File: src/sps_defines.vh
// Address map, field positions and reset values of the socket present state block
`ifndef SPS_DEFINES_VH
`define SPS_DEFINES_VH

// Register byte offsets inside the socket window
`define SPS_OFS_EVENT 8'h00
`define SPS_OFS_MASK 8'h04
`define SPS_OFS_STATE 8'h08
`define SPS_OFS_FORCE 8'h0c
`define SPS_ADR_W 8

// Present state field positions
`define SPS_B_FUT_Y 31
`define SPS_B_FUT_X 30
`define SPS_B_LOW_V 29
`define SPS_B_HIGH_V 28
`define SPS_B_ZV 27
`define SPS_B_CARD_HI 13
`define SPS_B_CARD_LO 10
`define SPS_B_BADVCC 9
`define SPS_B_LOST 8
`define SPS_B_NOTCARD 7
`define SPS_B_READY 6
`define SPS_B_CB 5
`define SPS_B_16 4
`define SPS_B_PWR 3
`define SPS_B_DET2 2
`define SPS_B_DET1 1
`define SPS_B_STS 0

// Force register fields not shared with present state
`define SPS_B_RETEST 14

// Event register fields
`define SPS_EV_PWR 3
`define SPS_EV_DET2 2
`define SPS_EV_DET1 1
`define SPS_EV_STS 0
`define SPS_EV_W 4

// Synchroniser lane order: {status, ready, detect two, detect one}
`define SPS_SYNC_W 4
`define SPS_SYNC_RST 4'h3
`define SPS_LN_DET1 0
`define SPS_LN_DET2 1
`define SPS_LN_READY 2
`define SPS_LN_STS 3

// Reset values
`define SPS_RST_CAPS 3'h1
`define SPS_RST_VOLTS 4'h0
`define SPS_RST_EVENT 4'h0
`define SPS_RST_WORD 32'h00000000
`define SPS_RST_DETECT 1'b1

`endif

File: src/sps_present_state.v
// Socket present state register with its event flags, force path and Wishbone slave
//
// The implementer's own choice: the Wishbone slave port.
`timescale 1ns/1ps
`include "sps_defines.vh"

module sps_present_state (
  input wire clk,
  input wire rst,
  input wire wb_cyc_i,
  input wire wb_stb_i,
  input wire wb_we_i,
  input wire [7:0] wb_adr_i,
  input wire [3:0] wb_sel_i,
  input wire [31:0] wb_dat_i,
  output wire [31:0] wb_dat_o,
  output wire wb_ack_o,
  input wire detect_line_one_n,
  input wire detect_line_two_n,
  input wire ready_irq_line,
  input wire status_change_line,
  input wire identify_busy,
  input wire identify_done,
  input wire [3:0] identify_volts,
  input wire identify_cardbus,
  input wire identify_sixteen,
  input wire identify_unknown,
  input wire socket_powered,
  input wire invalid_supply_hit,
  input wire removal_loss_hit,
  input wire high_volt_disable,
  output wire voltage_sense_retest,
  output wire power_control_enable,
  output wire [3:0] event_flags
);

  // Bus slave state
  reg [31:0] dat_ff;
  reg ack_ff;

  // Present state fields
  reg [2:0] caps_ff;
  reg zv_ff;
  reg [3:0] volts_ff;
  reg badvcc_ff;
  reg lost_ff;
  reg notcard_ff;
  reg ready_ff;
  reg cb_ff;
  reg sixteen_ff;
  reg pwr_ff;
  reg det2_ff;
  reg det1_ff;
  reg sts_ff;

  // Event flags and side outputs
  reg [3:0] event_ff;
  reg retest_ff;
  reg pwr_ctl_ff;

  // Next values
  reg [2:0] nxt_caps;
  reg nxt_zv;
  reg [3:0] nxt_volts;
  reg nxt_badvcc;
  reg nxt_lost;
  reg nxt_notcard;
  reg nxt_cb;
  reg nxt_sixteen;
  reg nxt_det2;
  reg nxt_det1;
  reg [3:0] nxt_event;
  reg nxt_pwr_ctl;
  reg [3:0] ev_set;
  reg [3:0] ev_clr;
  // Level mirror next values
  reg nxt_ready;
  reg nxt_pwr;
  reg nxt_sts;
  reg nxt_retest;
  // Read answer next values
  reg nxt_ack;
  reg [31:0] nxt_dat;
  reg [31:0] event_word;
  reg [31:0] state_word;

  wire [3:0] sync_lines;
  wire bus_req;
  wire wr_take;
  wire wr_event;
  wire wr_force;
  wire [31:0] wr_bits;
  wire [31:0] wr_mask;

  // Byte lane enables widened to a bit mask
  function [31:0] sps_lane_mask;
    input [3:0] sel;
    begin
      sps_lane_mask = {{8{sel[3]}}, {8{sel[2]}}, {8{sel[1]}}, {8{sel[0]}}};
    end
  endfunction

  // Offset compare, shared by read mux and write strobes
  function sps_hit;
    input [7:0] adr;
    input [7:0] ofs;
    begin
      sps_hit = (adr[`SPS_ADR_W-1:2] == ofs[`SPS_ADR_W-1:2]);
    end
  endfunction

  // Change detect: both edges, or the rising edge only when asked
  function sps_change;
    input now_lvl;
    input was_lvl;
    input rise_only;
    begin
      if (rise_only)
        sps_change = now_lvl & ~was_lvl;
      else
        sps_change = now_lvl ^ was_lvl;
    end
  endfunction

  // Socket lines cross into the clock domain first
  sps_line_sync #(
    .WIDTH(`SPS_SYNC_W),
    .RST_VAL(`SPS_SYNC_RST)
  ) u_sync (
    .clk(clk),
    .rst(rst),
    .line_in({status_change_line, ready_irq_line, detect_line_two_n, detect_line_one_n}),
    .line_out(sync_lines)
  );

  // Single-cycle handshake, one ack per request
  assign bus_req = wb_cyc_i & wb_stb_i & ~ack_ff;
  assign wr_take = bus_req & wb_we_i;
  assign wr_event = wr_take & sps_hit(wb_adr_i, `SPS_OFS_EVENT);
  assign wr_force = wr_take & sps_hit(wb_adr_i, `SPS_OFS_FORCE);
  assign wr_mask = sps_lane_mask(wb_sel_i);
  assign wr_bits = wb_dat_i & wr_mask;

  // Register image built field by field, so a moved field cannot shift its neighbours
  always @*
  begin
    state_word = `SPS_RST_WORD;
    state_word[`SPS_B_FUT_Y:`SPS_B_LOW_V] = caps_ff;
    state_word[`SPS_B_HIGH_V] = ~high_volt_disable;
    state_word[`SPS_B_ZV] = zv_ff;
    state_word[`SPS_B_CARD_HI:`SPS_B_CARD_LO] = volts_ff;
    state_word[`SPS_B_BADVCC] = badvcc_ff;
    state_word[`SPS_B_LOST] = lost_ff;
    state_word[`SPS_B_NOTCARD] = notcard_ff;
    state_word[`SPS_B_READY] = ready_ff;
    state_word[`SPS_B_CB] = cb_ff;
    state_word[`SPS_B_16] = sixteen_ff;
    state_word[`SPS_B_PWR] = pwr_ff;
    state_word[`SPS_B_DET2] = det2_ff;
    state_word[`SPS_B_DET1] = det1_ff;
    state_word[`SPS_B_STS] = sts_ff;
  end

  // Card data, flags and force effects
  always @*
  begin
    nxt_caps = caps_ff;
    nxt_zv = zv_ff;
    nxt_volts = volts_ff;
    nxt_badvcc = badvcc_ff | invalid_supply_hit;
    nxt_lost = lost_ff | removal_loss_hit;
    nxt_notcard = notcard_ff;
    nxt_cb = cb_ff;
    nxt_sixteen = sixteen_ff;
    nxt_pwr_ctl = pwr_ctl_ff;
    // Insertion results overwrite the card fields; force writes can only set bits in them
    if (identify_done)
    begin
      nxt_volts = identify_volts;
      nxt_cb = identify_cardbus;
      nxt_sixteen = identify_sixteen;
      nxt_badvcc = invalid_supply_hit;
      nxt_lost = removal_loss_hit;
      // Flag stays until a recognisable card is found
      if (identify_unknown)
        nxt_notcard = 1'b1;
      else
        nxt_notcard = 1'b0;
    end
    // Force writes land after insertion results so forced bits are ORed onto them in a tie
    if (wr_force)
    begin
      if (wb_sel_i[3])
      begin
        nxt_caps = wb_dat_i[`SPS_B_FUT_Y:`SPS_B_LOW_V];
        nxt_zv = wb_dat_i[`SPS_B_ZV];
      end
      nxt_volts = nxt_volts | wr_bits[`SPS_B_CARD_HI:`SPS_B_CARD_LO];
      // A forced card voltage takes power control away from hardware unless the same write also sets the retest bit
      if (|wr_bits[`SPS_B_CARD_HI:`SPS_B_CARD_LO])
        nxt_pwr_ctl = 1'b0;
      nxt_badvcc = nxt_badvcc | wr_bits[`SPS_B_BADVCC];
      nxt_lost = nxt_lost | wr_bits[`SPS_B_LOST];
      nxt_notcard = nxt_notcard | wr_bits[`SPS_B_NOTCARD];
      nxt_cb = nxt_cb | wr_bits[`SPS_B_CB];
      nxt_sixteen = nxt_sixteen | wr_bits[`SPS_B_16];
      if (wr_bits[`SPS_B_RETEST])
        nxt_pwr_ctl = 1'b1;
    end
  end

  // Detect lines freeze while the card is being identified
  always @*
  begin
    nxt_det1 = det1_ff;
    nxt_det2 = det2_ff;
    if (!identify_busy)
    begin
      nxt_det1 = sync_lines[`SPS_LN_DET1];
      nxt_det2 = sync_lines[`SPS_LN_DET2];
    end
  end

  // Event flags: change detect or force sets, write-one clears, set wins
  always @*
  begin
    ev_set = {`SPS_EV_W{1'b0}};
    ev_set[`SPS_EV_PWR] = sps_change(nxt_pwr, pwr_ff, 1'b0);
    ev_set[`SPS_EV_DET2] = sps_change(nxt_det2, det2_ff, 1'b0);
    ev_set[`SPS_EV_DET1] = sps_change(nxt_det1, det1_ff, 1'b0);
    // CardBus cards only flag the rising edge of status change
    ev_set[`SPS_EV_STS] = sps_change(nxt_sts, sts_ff, cb_ff);
    if (wr_force)
      ev_set = ev_set | wr_bits[`SPS_EV_W-1:0];
    ev_clr = {`SPS_EV_W{1'b0}};
    if (wr_event)
      ev_clr = wr_bits[`SPS_EV_W-1:0];
    nxt_event = (event_ff & ~ev_clr) | ev_set;
  end

  // Level mirrors follow their sources every cycle; power is taken as already synchronous
  always @*
  begin
    nxt_ready = sync_lines[`SPS_LN_READY];
    nxt_pwr = socket_powered;
    nxt_sts = sync_lines[`SPS_LN_STS];
    nxt_retest = wr_force & wr_bits[`SPS_B_RETEST];
  end

  // State registers
  always @(posedge clk)
  begin
    if (rst)
    begin
      caps_ff <= `SPS_RST_CAPS;
      zv_ff <= 1'b0;
      volts_ff <= `SPS_RST_VOLTS;
      badvcc_ff <= 1'b0;
      lost_ff <= 1'b0;
      notcard_ff <= 1'b0;
      ready_ff <= 1'b0;
      cb_ff <= 1'b0;
      sixteen_ff <= 1'b0;
      pwr_ff <= 1'b0;
      det2_ff <= `SPS_RST_DETECT;
      det1_ff <= `SPS_RST_DETECT;
      sts_ff <= 1'b0;
      event_ff <= `SPS_RST_EVENT;
      retest_ff <= 1'b0;
      pwr_ctl_ff <= 1'b1;
    end
    else
    begin
      caps_ff <= nxt_caps;
      zv_ff <= nxt_zv;
      volts_ff <= nxt_volts;
      badvcc_ff <= nxt_badvcc;
      lost_ff <= nxt_lost;
      notcard_ff <= nxt_notcard;
      ready_ff <= nxt_ready;
      cb_ff <= nxt_cb;
      sixteen_ff <= nxt_sixteen;
      pwr_ff <= nxt_pwr;
      det2_ff <= nxt_det2;
      det1_ff <= nxt_det1;
      sts_ff <= nxt_sts;
      event_ff <= nxt_event;
      retest_ff <= nxt_retest;
      pwr_ctl_ff <= nxt_pwr_ctl;
    end
  end

  // Read mux; data is zero outside a read answer so stale words never leak
  always @*
  begin
    nxt_ack = bus_req;
    nxt_dat = `SPS_RST_WORD;
    event_word = `SPS_RST_WORD;
    event_word[`SPS_EV_W-1:0] = event_ff;
    if (bus_req && !wb_we_i)
    begin
      if (sps_hit(wb_adr_i, `SPS_OFS_STATE))
        nxt_dat = state_word;
      else if (sps_hit(wb_adr_i, `SPS_OFS_EVENT))
        nxt_dat = event_word;
    end
  end

  // Bus answer; writes to the present state offset change nothing
  always @(posedge clk)
  begin
    if (rst)
    begin
      ack_ff <= 1'b0;
      dat_ff <= `SPS_RST_WORD;
    end
    else
    begin
      ack_ff <= nxt_ack;
      dat_ff <= nxt_dat;
    end
  end

  assign wb_dat_o = dat_ff;
  assign wb_ack_o = ack_ff;
  assign voltage_sense_retest = retest_ff;
  assign power_control_enable = pwr_ctl_ff;
  assign event_flags = event_ff;

endmodule // sps_present_state

File: src/sps_line_sync.v
// Two-flop synchroniser for the socket sense lines
`timescale 1ns/1ps
`include "sps_defines.vh"

module sps_line_sync #(
  parameter WIDTH = `SPS_SYNC_W,
  parameter [WIDTH-1:0] RST_VAL = `SPS_SYNC_RST
) (
  input wire clk,
  input wire rst,
  input wire [WIDTH-1:0] line_in,
  output wire [WIDTH-1:0] line_out
);

  reg [WIDTH-1:0] meta_ff;
  reg [WIDTH-1:0] sync_ff;

  // First stage feeds only the second stage
  always @(posedge clk)
  begin
    if (rst)
    begin
      meta_ff <= RST_VAL;
      sync_ff <= RST_VAL;
    end
    else
    begin
      meta_ff <= line_in;
      sync_ff <= meta_ff;
    end
  end

  assign line_out = sync_ff;

endmodule // sps_line_sync

File: config.mk
export PLATFORM = sky130hd
export DESIGN_NAME = sps_present_state
export DESIGN_NICKNAME = d
export VERILOG_FILES = /design/src/sps_present_state.v /design/src/sps_line_sync.v
export VERILOG_INCLUDE_DIRS = /design/src
export SDC_FILE = /design/constraint.sdc
export NUM_CORES = 1
export LEC_CHECK = 0
export ABC_AREA = 1
export BUFFER_PORTS_ARGS = -buffer_cell sky130_fd_sc_hd__buf_2
export CAP_MARGIN = 10
export CORE_MARGIN = 2
export CORE_UTILIZATION = 49
export CTS_CLUSTER_DIAMETER = 50
export DETAILED_ROUTE_END_ITERATION = 8
export GPL_ROUTABILITY_DRIVEN = 0
export PLACE_DENSITY = 0.85
export SKIP_CTS_REPAIR_TIMING = 1
export SLEW_MARGIN = 20
export SYNTH_ARGS = -nofsm -noshare
export SYNTH_HDL_FRONTEND = slang
export SYNTH_HIERARCHICAL = 1
export SYNTH_SLANG_ARGS = --single-unit
export TNS_END_PERCENT = 20
File: constraint.sdc
create_clock -name clk -period 1.65 [get_ports clk]
set_input_delay 0.33 -clock clk [delete_from_list [all_inputs] [get_ports clk]]
set_output_delay 0.33 -clock clk [all_outputs]
set_load 0.05 [all_outputs]
==> impl_results.md, run 1 <==
* Post-Syn Instances at 266
* Post-route ant nets at 0
* Mux share of post-synthesis cell area at 0
* Starting DRT DRC Count at 84
* Synth warn at 6
* Drt drc at 0
* Total power at 2.35 mW
* Final setup violation count at 0
* Die Y-Extent at 69.7 microns
* PwrDens at 914 nW/um^2
* Clock sinks at 52
* #FFs+latches synth at 52
* Slew Viols, Final at 0
* Synth Area in Simple Gates at 0.258
* Clock transition at path regs at 90 ps
* Max FO, Critical Path at 3
* ANT cells at 0
* Share of cells above drive strength 1 at 0.317
* Post-synth EDFFs at 0
* Area occupied by multi-input gates at 801 sq um
* Crit-path leading delay family: flip-flops
* CTS tree: done
* Num rows at 23
* Die width at 69.7 microns
* Worst path required time at 1320 ps
* Max-cap violation count at 0
* Worst Path Arrival at 950 ps
* DRT Pass-1 Iters at 4
* I/O Buffers at 74
* IO Pins at 105
* DRT Wirelength at 4.23 mm
* Crit end category: output pin
* Post-synthesis adder-cell area fraction at 0.00591
* Core Box Area at 4090 sq um
* Status: finished clean
* Async SR Flop Fraction at 0
* Vias per std cell at 4.58
* Clk_skew at 3.24 ps
* Die area at 4860 sq um
* Setup TNS at 0 ps
* Leak at 1.28 nW
* Compound-gate portion of the synthesized area at 0.0869
* Layout Nets at 410
* Post-DP HPWL at 3.27 mm
* Area leader, netlist: dfxtp_1
* Syn avg cell area at 7.95 sq um
* Synth cell types at 25
* RSZ-0062 raised after global routing: false
* Initial antenna violation count at 0
* Sequential cell area at 1040 sq um
* Final hold vios at 0
* Clk Latency, worst-skew pair at 300 ps
* Via count at 1804
* Dpl cells at 386
* Post-synthesis xor/xnor area fraction at 0.00414
* Largest stage delay on the critical path at 370 ps
* Wire per inst at 10.7 microns
* Final period util at 0.776
* Sum of buffers and inverters on the critical path at 1
* Top area cells in the synthesized netlist: dfxtp_1 (49%), inv_1 (8.2%), nand2_1 (7.6%), buf_4 (5.0%), nand3_1 (4.7%)
* CTS Buf Count at 5
* CTS root buf: clkbuf_8
* H-tree lvl count at 2
* Vias in the first global route at 1723
* Most frequent cells in the layout: buf_2 (74), dfxtp_1 (52), inv_1 (46)
* Kind of critical path: reg -> out
* Main synth FF type: dfxtp_1
* Area grow syn2layout at 21.5%
* Startpoint types: flop
* Highest clock rate at 781 MHz
* Gr ovfl total at 0
* Crit path time final at 1280 ps
* # fillers at 365
* CP Cell Sequence: buf_2
* Register area share after synthesis at 0.492
* HP Class: in -> reg
* Largest net degree at the start of global routing at 28
* Max Root-Sink Buffers at 2
* First-pass GRT wire length at 7.05 mm
* Post-Layout Cell Count at 394
* Synthesized area at 2120 sq um
* Total GRT Usage at 0.182
* Core Util, Final at 0.629
* Max VDD drop at 0.000463 V
* Starting Density at 0.518
* CP max-delay cell: dfxtp_1
* Commonest non-fill, non-tap cell in the layout: buf_2
* Area share of the largest cell type after synthesis at 0.492
* Largest family of logic cells by synthesized area: simple AND/OR/NAND/NOR gates
[area by class of cell]
class / instances / area share
Multi-Input combinational cell: 160 / 0.312
Inverter: 48 / 0.0711
Timing Repair Buffer: 76 / 0.150
Clock buffer: 6 / 0.0321
Tap cell: 50 / 0.0243
Sequential cell: 52 / 0.405
Clock inverter: 2 / 0.00584
[flip-flops by register name, summed over array words and instances (netlist names), 3 cells and up]
signal	cells
caps_ff	3
event_flags	4
u_sync/line_out	4
u_sync/meta_ff	4
volts_ff	4
wb_dat_o	19
[cells in the mapped netlist, types with 2 or more instances]
library cell and number:
a21oi_1 17, buf_4 14, clkbuf_1 3, dfxtp_1 52, inv_1 46, nand2_1 43, nand2_2 3, nand3_1 20
nand4_1 2, nor2_1 19, nor2_2 11, nor2_4 8, o21ai_0 14, o21ai_1 3
[through the flow]
| step | area (sq um) | hold WS, ps | setup slack (ps) |
|---|---|---|---|
| finish | 2570 | 179 | 369 |
| floorplan | 2160 | 386 | 265 |
| global placement | 2470 | 390 | 258 |
| global route | 2570 | 175 | 252 |
| CTS | 2570 | 175 | 359 |
| detailed placement | 2470 | 394 | 245 |
[worst register-to-register path, delay by kind of cell (launching register included)]
| kind | cells | cell delay, ps |
|---|---|---|
| AOI/OAI and AO/OA | 1 | 110 |
| buffers and inverters | 1 | 80 |
| DFF | 1 | 320 |
| and+or+nand+nor | 5 | 660 |
[final timing paths]
check | from | endpoint | slack (ps) | depth (start not counted)
min | high_volt_disable | wb_dat_o[28]$_SDFF_PP0_ | 180 | 2
min reg2reg | u_sync/line_out[2]$_SDFF_PP0_ | ready_ff$_SDFF_PP0_ | 410 | 2
max | event_flags[3]$_SDFF_PP0_ | event_flags[3] | 370 | 1
max reg2reg | wb_ack_o$_SDFF_PP0_ | volts_ff[3]$_SDFF_PP0_ | 420 | 7
[logic make-up after synthesis]
family,Yosys count
buffers and inverters,66
AO/OA/AOI/OAI,36
XOR/XNOR,1
flip-flops,52
other,1
adder cells (fa/ha/maj),1
AND/OR/NAND/NOR,109
[where the power goes]
part | internal (mW) | total, mW | switching (mW)
clock | 0.340 | 0.745 | 0.406
combinational | 0.0887 | 0.298 | 0.209
sequential | 1.29 | 1.31 | 0.0148
[layer usage]
metal,track usage,vias to the layer above,routed length (microns)
met5,0,-,0
met4,0.0726,0,80
met3,0.0552,7,364
met2,0.330,75,2090
met1,0.195,783,1700
li1,-,939,-
Note: power is estimated with default switching activity, not from simulation.
==> run 2: changes to the inputs <==
Settings changed: CORE_UTILIZATION 49 to 41, PLACE_DENSITY 0.85 to 0.76.
Clock period 1.65 ns to 1.1 ns, I/O delays scaled along.
==> run 2 against run 1 <==
Net effect: the flow now finishes with violations (setup timing); worst setup slack got worse by 410 ps; final area rose by 9.2%; routed wire length rose by 4.8%; register-to-register slack got worse by 440 ps; combinational power rose by 66%; non-clock buffer count rose by 6; via count rose by 1.9%; flip-flop and latch count did not move; critical path depth did not move; clock skew rose by 1.5 ps; clock power rose by 41%; core utilization fell by 7.2 points.
==> impl_results.md, run 2 (synthesis gave the netlist of run 1 again) <==
* Die area at 5750 sq um (+18%)
* RSZ-0062 raised after global routing: true
* DRT Wirelength at 4.44 mm (+4.8%)
* Top routing layer used: met4
* CTS root buf: clkbuf_8
* Gr ovfl total at 0 (unchanged)
* Layout Nets at 416 (+1.5%)
* Crit end category: output pin
* Starting Density at 0.420 (-0.0982)
* Core Box Area at 5040 sq um (+23%)
* PnR worst setup slack at -40.6 ps (-410 ps)
* Max VDD drop at 0.000591 V (+28%)
* Failing checks: setup timing
* Commonest non-fill, non-tap cell in the layout: buf_2
* Worst path required time at 880 ps (-440 ps)
* FF-to-FF setup slack at -20 ps (-440 ps)
* Area occupied by multi-input gates at 865 sq um (+8.0%)
* Initial antenna violation count at 0 (unchanged)
* Sum of buffers and inverters on the critical path at 1 (unchanged)
* Largest net degree at the start of global routing at 28 (unchanged)
* DR WL met3 at 310 microns (-15%)
* Leak at 1.32 nW (+3.5%)
* CTS Buf Count at 5 (unchanged)
* Slew Viols, Final at 0 (unchanged)
* Total GRT Usage at 0.150 (-0.0314)
* Die Y-Extent at 75.8 microns (+8.8%)
* Num rows at 26 (+13%)
* Drt drc at 0 (unchanged)
* Setup TNS at -96.6 ps (-96.6 ps)
* CP max-delay cell: dfxtp_4
* Crit-path leading delay family: flip-flops
* Clock sinks at 52 (unchanged)
* Status: complete, but fails checks
* Clock transition at path regs at 90 ps (about the same)
* Final hold vios at 0 (unchanged)
* Post-route ant nets at 0 (unchanged)
* Sequential cell area at 1050 sq um (+0.84%)
* Max FO, Critical Path at 2 (-1)
* First-pass GRT wire length at 6.58 mm (-6.7%)
* Worst Path Arrival at 920 ps (-30 ps)
* Max Root-Sink Buffers at 2 (unchanged)
* CP Cell Sequence: buf_2
* DRT Pass-1 Iters at 6 (+2)
* ANT cells at 0 (unchanged)
* Vias in the first global route at 1576 (-8.5%)
* H-tree lvl count at 2 (unchanged)
* Max-cap violation count at 0 (unchanged)
* # fillers at 473 (+30%)
* Die width at 75.8 microns (+8.8%)
* Highest clock rate at 877 MHz
* Kind of critical path: reg -> out
* CTS tree: done
* Clk_skew at 4.77 ps (+1.53 ps)
* Area grow syn2layout at 32.6%
* Max reg flops at 19 (unchanged)
* Most frequent cells in the layout: buf_2 (49), dfxtp_1 (47), inv_1 (44)
* Post-DP HPWL at 3.13 mm (-4.2%)
* DP Worst Slack at -103 ps (-349 ps)
* Starting DRT DRC Count at 83 (-1.2%)
* Met2 routed WL at 2.21 mm (+5.6%)
* Vias per std cell at 4.38 (-4.4%)
* Met1 wire length at 1.86 mm (+10%)
* Share of cells above drive strength 1 at 0.383 (+0.0660)
* IO Pins at 105 (unchanged)
* Final period util at 1.04
* PwrDens at 1250 nW/um^2 (+37%)
* Clk Latency, worst-skew pair at 300 ps (about the same)
* Wire per inst at 10.6 microns (-1.6%)
* HP Class: in -> reg
* Via count at 1838 (+1.9%)
* Startpoint types: flop
* Final setup violation count at 8 (+8)
* I/O Buffers at 74 (unchanged)
* Crit path time final at 1140 ps
* Largest stage delay on the critical path at 370 ps (about the same)
[run 2: worst paths after layout]
check / to / depth (start not counted) / startpoint
worst max register to register: wb_dat_o[1]$_SDFF_PP0_ / 8 / wb_ack_o$_SDFF_PP0_
worst min register to register: u_sync/line_out[2]$_SDFF_PP0_ / 2 / u_sync/meta_ff[2]$_SDFF_PP0_
worst max-delay path: wb_ack_o / 1 / wb_ack_o$_SDFF_PP0_
worst min-delay path: wb_dat_o[28]$_SDFF_PP0_ / 2 / high_volt_disable
[run 2: power by group]
group / leakage, nW / switching, mW / internal, mW
Combinational: 0.848 / 0.331 / 0.164
Sequential: 0.427 / 0.0257 / 1.94
Clock: 0.0479 / 0.610 / 0.445
Total: 1.32 / 0.966 / 2.54
[run 2: metrics by stage]
step	cell area, sq um	util	total power, mW	hold slack, ps	instances
6_report	2810	0.557	3.51	74.1	420
3_5_place_dp	2560	0.507	2.46	387	411
2_1_floorplan	2170	-	2.33	287	278
3_3_place_gp	2560	0.507	2.45	387	411
5_1_grt	2810	0.557	3.68	53.2	420
4_1_cts	2650	0.525	3.52	60.4	419
[run 2: per-layer routing]
metal  global-route usage  up-vias
met5                    0        -
li1                     -      953
met2                0.268       59
met4               0.0507        0
met1                0.175      821
met3               0.0357        5
[run 2: area by class of cell]
cell class,instances,area share
flip-flops and latches,52,0.374
multi-input cells,160,0.308
repair buffers,82,0.189
inverters,48,0.0660
well taps,70,0.0312
clock buffers,5,0.0245
clock inverters,3,0.00669
[run 2: worst reg2reg max path: stages (launching register included)]
cell,delay [ps]
dfxtp_4,360
inv_4,60
nand3_4,80
nor2_4,110
nand2_2,70
nor2_4,110
buf_4,140
nand2_1,40
o21ai_1,80
==> run 3: changes to the inputs <==
Settings changed: PLACE_DENSITY 0.76 to 0.83.
==> run 3 against run 2 <==
Net effect: sequential power about the same; critical endpoint is now wb_dat_o[11]$_SDFF_PP0_; sequential share of layout area decreased by 1.6 points; cell count is 0.71% higher; total power rose by 7.3%; clock skew grew 3.9 ps; count of clock-buffer cells in the layout is 1 higher; the run still ends with setup timing left; worst setup slack got worse by 31 ps; via count up 3.5%; clock power grew 24%; global-route usage rose by 0.29 points; largest power group unchanged.
==> impl_results.md, run 3 (synthesis gave the netlist of run 1 again) <==
* Logic pwr share at 0.136 (-0.005)
* Crit path time final at 1170 ps (+31.4 ps)
* WHS at 95.2 ps (+21.2 ps)
* Final period util at 1.07 (+0.0285)
* Highest clock rate at 853 MHz (-2.7%)
* Area grow syn2layout at 38.1%
* Leak at 1.35 nW (+2.4%)
* Kind of critical path: reg -> reg
* Starting DRT DRC Count at 66 (-20%)
* Worst Path Arrival at 1420 ps (+500 ps)
* PnR worst setup slack at -72.0 ps (-31.4 ps)
* Starting Density at 0.420 (unchanged)
* Reg power frac at 0.521 (-0.038)
* Max VDD drop at 0.000840 V (+42%)
* Failing checks: setup timing
* Internal at 2.79 mW (+9.7%)
* Post-DP HPWL at 3.36 mm (+7.4%)
* Startpoint types: flop
* Reg2Reg Launch Point: wb_ack_o$_SDFF_PP0_
* Gr ovfl total at 0 (unchanged)
* Total GRT Usage at 0.153 (+0.00289)
* Largest stage delay on the critical path at 360 ps (about the same)
* Max FO, Critical Path at 8 (+6)
* Max Root-Sink Buffers at 2 (unchanged)
* Max-cap violation count at 0 (unchanged)
* Most frequent cells in the layout: dfxtp_1 (49), buf_2 (49), inv_1 (44)
* Wire per inst at 11.2 microns (+6.0%)
* DRT Wirelength at 4.74 mm (+6.8%)
* Min-delay src: detect_line_two_n
* Die width at 75.8 microns (unchanged)
* CTS root buf: clkbuf_8
* CTS Buf Count at 5 (unchanged)
* PwrDens at 1290 nW/um^2 (+3.0%)
* ANT cells at 0 (unchanged)
* CP max-delay cell: dfxtp_4
* Final hold vios at 0 (unchanged)
* CTS tree: done
* Psw at 976 uW (+0.97%)
* Max reg flops at 19 (unchanged)
* Clk_skew at 8.71 ps (+3.93 ps)
* Placed cell areas at 2560 sq um (+0.20%)
* Switch share at 0.259 (-0.0162)
* Vias in the first global route at 1679 (+6.5%)
* HP Class: in -> reg
* Vias per std cell at 4.50 (+2.8%)
* RSZ-0062 raised after global routing: true
* Clock transition at path regs at 100 ps (about the same)
* DRT Pass-1 Iters at 4 (-2)
* Drt drc at 0 (unchanged)
* I/O Buffers at 74 (unchanged)
* First-pass GRT wire length at 6.78 mm (+3.0%)
* Clk Latency, worst-skew pair at 300 ps (about the same)
* Crit end category: flop
* Worst path required time at 1350 ps (+470 ps)
* Share of cells above drive strength 1 at 0.394 (+0.0109)
* Die Y-Extent at 75.8 microns (unchanged)
* Status: complete, but fails checks
* Post-route ant nets at 0 (unchanged)
* Initial antenna violation count at 0 (unchanged)
* CP Cell Sequence: inv_4 > nand3_4 > nor2_4 > nand2_2 > nor2_4 > buf_4 > inv_6 > nor2_2
* IO Pins at 105 (unchanged)
* Largest net degree at the start of global routing at 28 (unchanged)
* Slew Viols, Final at 0 (unchanged)
* Layout Nets at 419 (+0.72%)
* Most frequent CP cell: nor2_4
* Clock power frac at 0.344 (+0.044)
* Die area at 5750 sq um (unchanged)
* Clock sinks at 52 (unchanged)
* Core Box Area at 5040 sq um (unchanged)
* Num rows at 26 (unchanged)
* H-tree lvl count at 2 (unchanged)
* CP Launch Point: wb_ack_o$_SDFF_PP0_
* Design Area, Final at 2920 sq um (+4.1%)
* Final setup violation count at 34 (+26)
* Via count at 1903 (+3.5%)
-- run 3: routing by layer --
metal | global-route usage | part of all wire | vias to the layer above
li1 | - | - | 960
met1 | 0.170 | 0.39 | 871
met2 | 0.287 | 0.53 | 65
met5 | 0 | 0 | -
met4 | 0.0351 | 0.0097 | 0
met3 | 0.0423 | 0.065 | 7
-- run 3: layout make-up --
| cell class | count | area, sq um |
|---|---|---|
| multi-input cells | 160 | 903 |
| clock inverters | 2 | 38.8 |
| well taps | 70 | 87.6 |
| repair inverters | 1 | 8.76 |
| repair buffers | 84 | 568 |
| inverters | 48 | 195 |
| clock buffers | 6 | 72.6 |
| flip-flops and latches | 52 | 1050 |
| fillers | 447 | 2120 |
-- run 3: through the flow --
step | worst slack [ps] | utilization | setup TNS, ps | std cells | power, mW
6_report | -72.0 | 0.579 | -1340 | 423 | 3.77
5_1_grt | -172 | 0.579 | -4450 | 423 | 3.94
4_1_cts | -99.2 | 0.531 | -1700 | 418 | 3.75
3_5_place_dp | -112 | 0.508 | -2350 | 410 | 2.47
3_3_place_gp | -70.3 | 0.508 | -1070 | 410 | 2.46
2_1_floorplan | -73.5 | - | -850 | 278 | 2.33
-- run 3: path summary, 6_finish.rpt --
kind / slack, ps / cells past startpoint / endpoint
min: 100 / 3 / u_sync/meta_ff[1]$_SDFF_PP1_
max: -70 / 8 / wb_dat_o[11]$_SDFF_PP0_
max reg2reg: -70 / 8 / wb_dat_o[11]$_SDFF_PP0_
min reg2reg: 400 / 2 / u_sync/line_out[2]$_SDFF_PP0_
-- run 3: power by group through the flow --
stage	sequential (mW)	combinational, mW	clock (mW)
global route	1.97	0.558	1.42
global placement	2.00	0.459	0
detailed placement	2.00	0.468	0
finish	1.96	0.510	1.30
floorplan	2.04	0.289	0
CTS	1.96	0.470	1.33
-- run 3: worst max-delay path, delay by kind of cell (launching register included) --
| family | cells | cell delay (ps) |
|---|---|---|
| AND/OR/NAND/NOR | 5 | 470 |
| buffers and inverters | 3 | 280 |
| flip-flops | 1 | 360 |
